File: config.mk
export PLATFORM = sky130hd
export DESIGN_NAME = bst_test_port
export DESIGN_NICKNAME = d
export VERILOG_FILES = /design/src/common/bst_pkg.sv /design/src/hw/bst_scan_cell.sv /design/src/hw/bst_tap_fsm.sv /design/src/hw/bst_test_port.sv
export VERILOG_INCLUDE_DIRS = /design/src /design/src/common
export SDC_FILE = /design/constraint.sdc
export NUM_CORES = 2
export LEC_CHECK = 0
export ABC_AREA = 1
export BUFFER_PORTS_ARGS = -buffer_cell sky130_fd_sc_hd__buf_2
export CORE_MARGIN = 2
export CORE_UTILIZATION = 35
export CTS_CLUSTER_DIAMETER = 60
export DETAILED_ROUTE_END_ITERATION = 10
export PLACE_DENSITY = 0.52
export SYNTH_ARGS = -nofsm -noshare
export SYNTH_HDL_FRONTEND = slang
export SYNTH_HIERARCHICAL = 1
export SYNTH_SLANG_ARGS = --single-unit
File: constraint.sdc
create_clock -name clk_i -period 43.5 [get_ports clk_i]
set_input_delay 8.7 -clock clk_i [delete_from_list [all_inputs] [get_ports clk_i]]
set_output_delay 8.7 -clock clk_i [all_outputs]
set_load 0.05 [all_outputs]
File: src/common/bst_params.svh
// constants of the boundary-scan test port
`ifndef BST_PARAMS_SVH
`define BST_PARAMS_SVH
`define BST_N_IO        96
`define BST_N_IN        4
`define BST_N_MC        16
`define BST_IO_CAP      3
`define BST_IO_UPD      2
`define BST_IN_CAP      1
`define BST_IN_UPD      1
`define BST_MC_CAP      1
`define BST_MC_UPD      0
`define BST_IR_W        4
`define BST_IR_CAPTURE  4'h1
`define BST_OP_EXTEST   4'h0
`define BST_OP_SAMPLE   4'h1
`define BST_OP_IDCODE   4'h2
`define BST_OP_PROG     4'h8
`define BST_OP_BYPASS   4'hf
// identification value is arbitrary
`define BST_IDCODE      32'h0abc_d001
`define BST_PROG_W      32
`define BST_ADR_CTRL    2'h0
`define BST_ADR_STATUS  2'h1
`define BST_ADR_ID      2'h2
`define BST_ADR_PROG    2'h3
`define BST_CTRL_RST    3'h7
`define BST_CTRL_EN     0
`define BST_CTRL_TMS_PU 1
`define BST_CTRL_TDI_PU 2
`define BST_PIN_TCK     0
`define BST_PIN_TMS     1
`define BST_PIN_TDI     2
`define BST_PIN_TDO     3
`endif

File: src/common/bst_pkg.sv
// types of the boundary-scan test port
package bst_pkg;
	typedef enum logic [3:0] {
		ST_TLR, ST_RTI, ST_SEL_DR, ST_CAP_DR, ST_SH_DR, ST_EX1_DR, ST_PA_DR, ST_EX2_DR,
		ST_UPD_DR, ST_SEL_IR, ST_CAP_IR, ST_SH_IR, ST_EX1_IR, ST_PA_IR, ST_EX2_IR, ST_UPD_IR
	} bst_tap_state_t;

	typedef struct packed {
		logic capture;
		logic shift;
		logic update;
	} bst_cell_ctl_t;

	function automatic logic bst_is_shift(input bst_tap_state_t s);
		return (s == ST_SH_DR) || (s == ST_SH_IR);
	endfunction
endpackage

File: src/hw/bst_scan_cell.sv
// one scan cell: capture/shift bits and optional update bits
`timescale 1ns/1ns
`default_nettype none
module bst_scan_cell #(
	parameter int CAP = 3,
	parameter int UPD = 2
) (
	input  wire logic                             clk_i,
	input  wire logic                             rst_i,
	input  wire bst_pkg::bst_cell_ctl_t           ctl_i,
	input  wire logic [CAP-1:0]                   cap_i,
	input  wire logic                             si_i,
	output logic                                  so_o,
	output logic [((UPD > 0) ? UPD : 1)-1:0]      upd_o
);
	logic [CAP-1:0] cap_q;

	always_ff @(posedge clk_i)
	begin
		if (rst_i)
			cap_q <= '0;
		else if (ctl_i.capture)
			cap_q <= cap_i;
		else if (ctl_i.shift)
			cap_q <= (cap_q >> 1) | (CAP'(si_i) << (CAP - 1));
	end

	assign so_o = cap_q[0];

	generate
		if (UPD > 0)
		begin : g_upd
			logic [UPD-1:0] upd_q;
			always_ff @(posedge clk_i)
			begin
				if (rst_i)
					upd_q <= '0;
				else if (ctl_i.update)
					upd_q <= cap_q[UPD-1:0];
			end
			assign upd_o = upd_q;
		end
		else
		begin : g_noupd
			// observe-only cell: nothing to drive
			assign upd_o = '0;
		end
	endgenerate
endmodule // bst_scan_cell
`default_nettype wire

File: src/hw/bst_tap_fsm.sv
// sixteen-state TAP controller
`timescale 1ns/1ns
`default_nettype none
module bst_tap_fsm (
	input  wire logic            clk_i,
	input  wire logic            rst_i,
	input  wire logic            hold_i,
	input  wire logic            step_i,
	input  wire logic            tms_i,
	output bst_pkg::bst_tap_state_t state_o
);
	function automatic bst_pkg::bst_tap_state_t nxt(input bst_pkg::bst_tap_state_t s,
	                                                input logic m);
		unique case (s)
			bst_pkg::ST_TLR:    return m ? bst_pkg::ST_TLR    : bst_pkg::ST_RTI;
			bst_pkg::ST_RTI:    return m ? bst_pkg::ST_SEL_DR : bst_pkg::ST_RTI;
			bst_pkg::ST_SEL_DR: return m ? bst_pkg::ST_SEL_IR : bst_pkg::ST_CAP_DR;
			bst_pkg::ST_CAP_DR: return m ? bst_pkg::ST_EX1_DR : bst_pkg::ST_SH_DR;
			bst_pkg::ST_SH_DR:  return m ? bst_pkg::ST_EX1_DR : bst_pkg::ST_SH_DR;
			bst_pkg::ST_EX1_DR: return m ? bst_pkg::ST_UPD_DR : bst_pkg::ST_PA_DR;
			bst_pkg::ST_PA_DR:  return m ? bst_pkg::ST_EX2_DR : bst_pkg::ST_PA_DR;
			bst_pkg::ST_EX2_DR: return m ? bst_pkg::ST_UPD_DR : bst_pkg::ST_SH_DR;
			bst_pkg::ST_UPD_DR: return m ? bst_pkg::ST_SEL_DR : bst_pkg::ST_RTI;
			bst_pkg::ST_SEL_IR: return m ? bst_pkg::ST_TLR    : bst_pkg::ST_CAP_IR;
			bst_pkg::ST_CAP_IR: return m ? bst_pkg::ST_EX1_IR : bst_pkg::ST_SH_IR;
			bst_pkg::ST_SH_IR:  return m ? bst_pkg::ST_EX1_IR : bst_pkg::ST_SH_IR;
			bst_pkg::ST_EX1_IR: return m ? bst_pkg::ST_UPD_IR : bst_pkg::ST_PA_IR;
			bst_pkg::ST_PA_IR:  return m ? bst_pkg::ST_EX2_IR : bst_pkg::ST_PA_IR;
			bst_pkg::ST_EX2_IR: return m ? bst_pkg::ST_UPD_IR : bst_pkg::ST_SH_IR;
			bst_pkg::ST_UPD_IR: return m ? bst_pkg::ST_SEL_DR : bst_pkg::ST_RTI;
		endcase
	endfunction

	always_ff @(posedge clk_i)
	begin
		if (rst_i || hold_i)
			state_o <= bst_pkg::ST_TLR;
		else if (step_i)
			state_o <= nxt(state_o, tms_i);
	end
endmodule // bst_tap_fsm
`default_nettype wire

File: src/hw/bst_test_port.sv
// boundary-scan test port: TAP, scan chain, programming register, Wishbone config
//
// The register offsets and the Wishbone slave port were decided locally.
`timescale 1ns/1ns
`default_nettype none
`include "bst_params.svh"
module bst_test_port (
	input  wire logic                  clk_i,
	input  wire logic                  rst_i,
	input  wire logic                  wb_cyc_i,
	input  wire logic                  wb_stb_i,
	input  wire logic                  wb_we_i,
	input  wire logic [3:0]            wb_adr_i,
	input  wire logic [3:0]            wb_sel_i,
	input  wire logic [31:0]           wb_dat_i,
	output logic      [31:0]           wb_dat_o,
	output logic                       wb_ack_o,
	input  wire logic [3:0]            jpin_i,
	output logic      [3:0]            jpin_o,
	output logic      [3:0]            jpin_oe_o,
	output logic      [3:0]            user_jpin_o,
	input  wire logic [3:0]            user_jpin_i,
	input  wire logic [3:0]            user_jpin_oe_i,
	output logic      [1:0]            pull_o,
	input  wire logic [`BST_N_IO-1:0]  io_pin_i,
	output logic      [`BST_N_IO-1:0]  io_pin_o,
	output logic      [`BST_N_IO-1:0]  io_pin_oe_o,
	output logic      [`BST_N_IO-1:0]  core_io_o,
	input  wire logic [`BST_N_IO-1:0]  core_io_i,
	input  wire logic [`BST_N_IO-1:0]  core_io_oe_i,
	input  wire logic [`BST_N_IN-1:0]  in_pin_i,
	output logic      [`BST_N_IN-1:0]  core_in_o,
	input  wire logic [`BST_N_MC-1:0]  mc_i,
	output logic      [`BST_PROG_W-1:0] prog_data_o,
	output logic                       prog_stb_o
);
	localparam int NCELL = `BST_N_IO + `BST_N_IN + `BST_N_MC;

	logic [3:0]                jp_s1_q, jp_s2_q;
	logic                      tck_s3_q;
	logic [`BST_N_IO-1:0]      io_s1_q, io_s2_q;
	logic [`BST_N_IN-1:0]      in_s1_q, in_s2_q;
	logic [2:0]                ctrl_q;
	logic [`BST_IR_W-1:0]      ir_q, ir_sh_q;
	logic [31:0]               id_sh_q;
	logic [`BST_PROG_W-1:0]    prog_sh_q;
	logic                      bypass_q;
	logic                      tck_rise, tck_fall, tms_s, tdi_s, jtag_en;
	logic                      chain_sel, extest, dr_out;
	bst_pkg::bst_tap_state_t   st;
	bst_pkg::bst_cell_ctl_t    cell_ctl;
	logic [NCELL:0]            link;
	logic [`BST_N_IO-1:0]      io_upd_out, io_upd_oe;
	logic [`BST_N_IN-1:0]      in_upd;
	logic                      wb_req;

	// second flop feeds the edge detector so the first flop stays private
	always_ff @(posedge clk_i)
	begin
		if (rst_i)
		begin
			jp_s1_q  <= 4'h0;
			jp_s2_q  <= 4'h0;
			tck_s3_q <= 1'b0;
			io_s1_q  <= '0;
			io_s2_q  <= '0;
			in_s1_q  <= '0;
			in_s2_q  <= '0;
		end
		else
		begin
			jp_s1_q  <= jpin_i;
			jp_s2_q  <= jp_s1_q;
			tck_s3_q <= jp_s2_q[`BST_PIN_TCK];
			io_s1_q  <= io_pin_i;
			io_s2_q  <= io_s1_q;
			in_s1_q  <= in_pin_i;
			in_s2_q  <= in_s1_q;
		end
	end

	assign jtag_en  = ctrl_q[`BST_CTRL_EN];
	assign tms_s    = jp_s2_q[`BST_PIN_TMS];
	assign tdi_s    = jp_s2_q[`BST_PIN_TDI];
	// test clock must stay well below clk_i/4 for edges to be seen
	assign tck_rise = jtag_en & jp_s2_q[`BST_PIN_TCK] & ~tck_s3_q;
	assign tck_fall = jtag_en & ~jp_s2_q[`BST_PIN_TCK] & tck_s3_q;

	bst_tap_fsm u_fsm (
		.clk_i   (clk_i),
		.rst_i   (rst_i),
		.hold_i  (~jtag_en),
		.step_i  (tck_rise),
		.tms_i   (tms_s),
		.state_o (st)
	);

	function automatic logic is_chain(input logic [`BST_IR_W-1:0] op);
		return (op == `BST_OP_EXTEST) || (op == `BST_OP_SAMPLE);
	endfunction

	assign chain_sel = is_chain(ir_q);
	assign extest    = jtag_en && (ir_q == `BST_OP_EXTEST);

	// cell strobes come only from the controller state, a chain instruction and test-clock edges
	always_comb
	begin
		cell_ctl.capture = tck_rise && chain_sel && (st == bst_pkg::ST_CAP_DR);
		cell_ctl.shift   = tck_rise && chain_sel && (st == bst_pkg::ST_SH_DR);
		cell_ctl.update  = tck_fall && chain_sel && (st == bst_pkg::ST_UPD_DR);
	end

	assign link[NCELL] = tdi_s;

	genvar k;
	generate
		for (k = 0; k < `BST_N_IO; k++)
		begin : g_io
			bst_scan_cell #(.CAP(`BST_IO_CAP), .UPD(`BST_IO_UPD)) u_cell (
				.clk_i (clk_i),
				.rst_i (rst_i),
				.ctl_i (cell_ctl),
				.cap_i ({io_s2_q[k], core_io_oe_i[k], core_io_i[k]}),
				.si_i  (link[k+1]),
				.so_o  (link[k]),
				.upd_o ({io_upd_oe[k], io_upd_out[k]})
			);
		end
		for (k = 0; k < `BST_N_IN; k++)
		begin : g_in
			bst_scan_cell #(.CAP(`BST_IN_CAP), .UPD(`BST_IN_UPD)) u_cell (
				.clk_i (clk_i),
				.rst_i (rst_i),
				.ctl_i (cell_ctl),
				.cap_i (in_s2_q[k]),
				.si_i  (link[`BST_N_IO+k+1]),
				.so_o  (link[`BST_N_IO+k]),
				.upd_o (in_upd[k])
			);
		end
		for (k = 0; k < `BST_N_MC; k++)
		begin : g_mc
			bst_scan_cell #(.CAP(`BST_MC_CAP), .UPD(`BST_MC_UPD)) u_cell (
				.clk_i (clk_i),
				.rst_i (rst_i),
				.ctl_i (cell_ctl),
				.cap_i (mc_i[k]),
				.si_i  (link[`BST_N_IO+`BST_N_IN+k+1]),
				.so_o  (link[`BST_N_IO+`BST_N_IN+k]),
				.upd_o ()
			);
		end
	endgenerate

	// instruction register; unknown codes fall back to bypass
	always_ff @(posedge clk_i)
	begin
		if (rst_i || st == bst_pkg::ST_TLR)
		begin
			ir_q    <= `BST_OP_IDCODE;
			ir_sh_q <= `BST_IR_CAPTURE;
		end
		else if (tck_rise && st == bst_pkg::ST_CAP_IR)
			ir_sh_q <= `BST_IR_CAPTURE;
		else if (tck_rise && st == bst_pkg::ST_SH_IR)
			ir_sh_q <= {tdi_s, ir_sh_q[`BST_IR_W-1:1]};
		else if (tck_fall && st == bst_pkg::ST_UPD_IR)
			ir_q <= ir_sh_q;
	end

	always_ff @(posedge clk_i)
	begin
		if (rst_i)
		begin
			bypass_q <= 1'b0;
			id_sh_q  <= 32'h0;
		end
		else if (tck_rise && st == bst_pkg::ST_CAP_DR)
		begin
			bypass_q <= 1'b0;
			id_sh_q  <= `BST_IDCODE;
		end
		else if (tck_rise && st == bst_pkg::ST_SH_DR)
		begin
			bypass_q <= tdi_s;
			id_sh_q  <= {tdi_s, id_sh_q[31:1]};
		end
	end

	// programming word register: shifted in, delivered with a one-cycle strobe
	always_ff @(posedge clk_i)
	begin
		if (rst_i)
		begin
			prog_sh_q   <= '0;
			prog_data_o <= '0;
			prog_stb_o  <= 1'b0;
		end
		else
		begin
			prog_stb_o <= 1'b0;
			if (ir_q == `BST_OP_PROG)
			begin
				if (tck_rise && st == bst_pkg::ST_CAP_DR)
					prog_sh_q <= prog_data_o;
				else if (tck_rise && st == bst_pkg::ST_SH_DR)
					prog_sh_q <= {tdi_s, prog_sh_q[`BST_PROG_W-1:1]};
				else if (tck_fall && st == bst_pkg::ST_UPD_DR)
				begin
					prog_data_o <= prog_sh_q;
					prog_stb_o  <= 1'b1;
				end
			end
		end
	end

	always_comb
	begin
		if (chain_sel)
			dr_out = link[0];
		else if (ir_q == `BST_OP_IDCODE)
			dr_out = id_sh_q[0];
		else if (ir_q == `BST_OP_PROG)
			dr_out = prog_sh_q[0];
		else
			dr_out = bypass_q;
	end

	// with the port enabled, data-out and its enable change on the falling test-clock edge, the enable set only in a shift state
	always_ff @(posedge clk_i)
	begin
		if (rst_i)
		begin
			jpin_o      <= 4'h0;
			jpin_oe_o   <= 4'h0;
			user_jpin_o <= 4'h0;
		end
		else if (!jtag_en)
		begin
			jpin_o      <= user_jpin_i;
			jpin_oe_o   <= user_jpin_oe_i;
			user_jpin_o <= jp_s2_q;
		end
		else
		begin
			user_jpin_o  <= 4'h0;
			jpin_o[2:0]    <= 3'h0;
			jpin_oe_o[2:0] <= 3'h0;
			if (tck_fall)
			begin
				jpin_o[`BST_PIN_TDO]    <= (st == bst_pkg::ST_SH_IR) ? ir_sh_q[0] : dr_out;
				jpin_oe_o[`BST_PIN_TDO] <= bst_pkg::bst_is_shift(st);
			end
		end
	end

	// pad and core sides are re-timed: pads cost one clk_i of latency, core side three with the synchroniser
	always_ff @(posedge clk_i)
	begin
		if (rst_i)
		begin
			io_pin_o    <= '0;
			io_pin_oe_o <= '0;
			core_io_o   <= '0;
			core_in_o   <= '0;
		end
		else
		begin
			io_pin_o    <= extest ? io_upd_out : core_io_i;
			io_pin_oe_o <= extest ? io_upd_oe : core_io_oe_i;
			core_io_o   <= io_s2_q;
			core_in_o   <= extest ? in_upd : in_s2_q;
		end
	end

	assign wb_req = wb_cyc_i & wb_stb_i & ~wb_ack_o;

	always_ff @(posedge clk_i)
	begin
		if (rst_i)
		begin
			wb_ack_o <= 1'b0;
			wb_dat_o <= 32'h0;
			ctrl_q   <= `BST_CTRL_RST;
			pull_o   <= 2'h0;
		end
		else
		begin
			wb_ack_o <= wb_req;
			pull_o   <= {ctrl_q[`BST_CTRL_TDI_PU], ctrl_q[`BST_CTRL_TMS_PU]};
			if (wb_req && wb_we_i && wb_sel_i[0] && wb_adr_i[3:2] == `BST_ADR_CTRL)
				ctrl_q <= wb_dat_i[2:0];
			if (wb_req)
			begin
				unique case (wb_adr_i[3:2])
					`BST_ADR_CTRL:   wb_dat_o <= {29'h0, ctrl_q};
					`BST_ADR_STATUS: wb_dat_o <= {24'h0, ir_q, st};
					`BST_ADR_ID:     wb_dat_o <= `BST_IDCODE;
					`BST_ADR_PROG:   wb_dat_o <= prog_data_o;
				endcase
			end
		end
	end
endmodule // bst_test_port
`default_nettype wire

==> qor.txt <==
most frequent cells in the layout: nand2_1, dfxtp_1, inv_1
starting density of the core: 35.1%
largest net degree at the start of global routing: 220
cts bufs inserted: 135
clock buffer depth: 3
Die Ht: 361 um
layout net count: 7,401
CTS sink cnt: 1,164
post-CTS sizing: 0
final setup violation count: 0
syn nets: 6,677
Post-CTS Setup Bufs: 0
LEAKAGE: 24.8 nW
first-pass GRT wire length: 198,000 um
Worst Hold Class: flop to flop
switching share of power: 24.0%
cell row count: 131
hold_sp: io_s1_q[84]$_SDFF_PP0_
Global Route Usage Sum: 18.9%
Routed Wire Length: 127,000 um
antenna violation net count after detailed routing: 0
Die W: 361 um
fin crit period: 12.39 ns
input/output buffers: 702
FILL cells: 13,387
element type at the critical path start: input port
FF-to-FF End: g_io[93].u_cell/cap_q[2]$_SDFFE_PP0P_
Syn. warnings: 6
power share of the clock group: 47.8%
number of cells on the worst reg-to-reg path: 11
syn_area_per_cell: 7.07 um2
Initial DRT Pass Iterations: 5
unrepaired setup endpoints after global routing: false
CP max FO: 93
hold_buf cts: 0
FF-to-FF Start: ctrl_q[0]$_SDFFE_PP1P_
CTS root buf: clkbuf_16
vias per cell: 4.45
max cap viols: 0
Iteration-0 DRC Markers: 2,300
die area: 130,000 um2
part of the power in registers: 46.5%
fraction of layout cells with a size suffix above 1: 15.3%
routed len/inst: 14.4 um
most common cell after layout, fill and taps aside: nand2_1
P&R area growth vs syn: 21.8%
status: completed
vias in the first global route: 36,183
vias post-DR: 39,166
Critical Path End Type: flop
internal power: 1.80 mW
Post-route DRC: 0
hold path endpoint: io_s2_q[84]$_SDFF_PP0_
setup ws final: 31.11 ns
Worst-Margin Slew: 1.12 ns
DP Wirelength: 84,600 um
CP Class: input port to flop
Sum Neg Setup Slack: 0 ns
switching pwr: 0.567 mW
Peak VDD IR: 0.0368 mV
IO Pins: 737
Slew Viols, Final: 0
grt ovf: 0
R2R Setup Slk: 38.47 ns
hold path cells: 2
TritonCTS clock tree: yes
worst slack at placement: 30.33 ns
Slew headroom: 25.0%
Cell Pwr Density: 43.5 nW/um2
Crit path arrival time: 13.04 ns
core area: 127,000 um2
Final period util: 28.5%
Clock Latency Late Sink: 0.75 ns
Cell Area, Synth: 44,600 um2
initial antenna violation count: 29
Fmax: 0.0807 GHz
CP required: 44.15 ns
combinational power share: 5.8%
clk_skew: 0.0265 ns
placer's final routability congestion estimate: 0.795
synthesized instance count: 6,312
Fin. Hold Viols: 0
CTS H-tree lvls: 4
clk slew on worst S/H paths: 0.06 ns
layout make-up:
class,instances,area (um2),share of cell area [%]
flip-flops and latches,1164,23300,42.9
multi-input cells,3786,16100,29.7
inverters,1217,4580,8.42
clock buffers,192,3870,7.11
repair buffers,732,3810,7.01
well taps,1662,2080,3.83
clock inverters,46,574,1.06
diodes,4,10.0,0.0184
metrics by stage:
step                      cell area [um2]  hold slack [ns]  utilization, %  total power [mW]  instances
after floorplan                     44600            0.388               -              1.20       6312
after global placement              49900            0.389            39.3              1.26       8561
after detailed placement            49900            0.393            39.3              1.26       8561
after CTS                           54400            0.384            42.8              2.40       8799
after global routing                54400            0.401            42.8              2.46       8803
final                               54400            0.380            42.8              2.37       8803
power groups by stage:
| stage | Combinational [mW] | Sequential [mW] | Clock, mW |
|---|---|---|---|
| after global placement | 0.137 | 1.12 | 0 |
| after CTS | 0.138 | 1.10 | 1.17 |
| final | 0.136 | 1.10 | 1.13 |
| after global routing | 0.148 | 1.10 | 1.21 |
| after floorplan | 0.0361 | 1.16 | 0 |
| after detailed placement | 0.138 | 1.12 | 0 |
worst max-delay path, cell delays in order:
cell and delay, ns:
buf_8 0.45, buf_4 0.84, buf_4 0.82, buf_4 0.81, buf_4 0.88, nor2_1 0.11, nand2_1 0.11, inv_1 0.04
sequential cells by signal (all words and copies together), names as in the netlist, 16 cells and up:
signal,count
g_io.u_cell/cap_q,288
g_mc.u_cell/so_o,16
io_pin_o,96
core_io_o,96
wb_dat_o,32
prog_data_o,32
io_pin_oe_o,96
g_io.u_cell/upd_o,192
io_s2_q,96
io_s1_q,96
prog_sh_q,32
id_sh_q,32
worst max path at each step:
stage                                  start                               endpoint  slack, ns  cells past startpoint
2_1_floorplan  u_fsm/state_o[1]$_SDFFE_PP0P_       g_in[0].u_cell/so_o$_SDFFE_PP0P_      26.11                     11
3_5_place_dp                           rst_i  g_io[33].u_cell/cap_q[0]$_SDFFE_PP0P_      30.33                      8
3_3_place_gp                           rst_i  g_io[33].u_cell/cap_q[0]$_SDFFE_PP0P_      30.31                      8
4_1_cts                                rst_i  g_io[30].u_cell/cap_q[0]$_SDFFE_PP0P_      31.17                      8
5_1_grt                                rst_i  g_io[32].u_cell/cap_q[0]$_SDFFE_PP0P_      30.78                      8
6_report                               rst_i  g_io[33].u_cell/cap_q[0]$_SDFFE_PP0P_      31.11                      8
per-layer routing:
layer / vias up / wire length, um / global-route usage [%]
met5: - / 151 / 0
met4: 22 / 3290 / 6.24
met3: 199 / 6350 / 4.32
met2: 749 / 59200 / 31.7
met1: 17650 / 57700 / 23.8
li1: 20546 / - / -
Power figures use the tool's default switching activity.
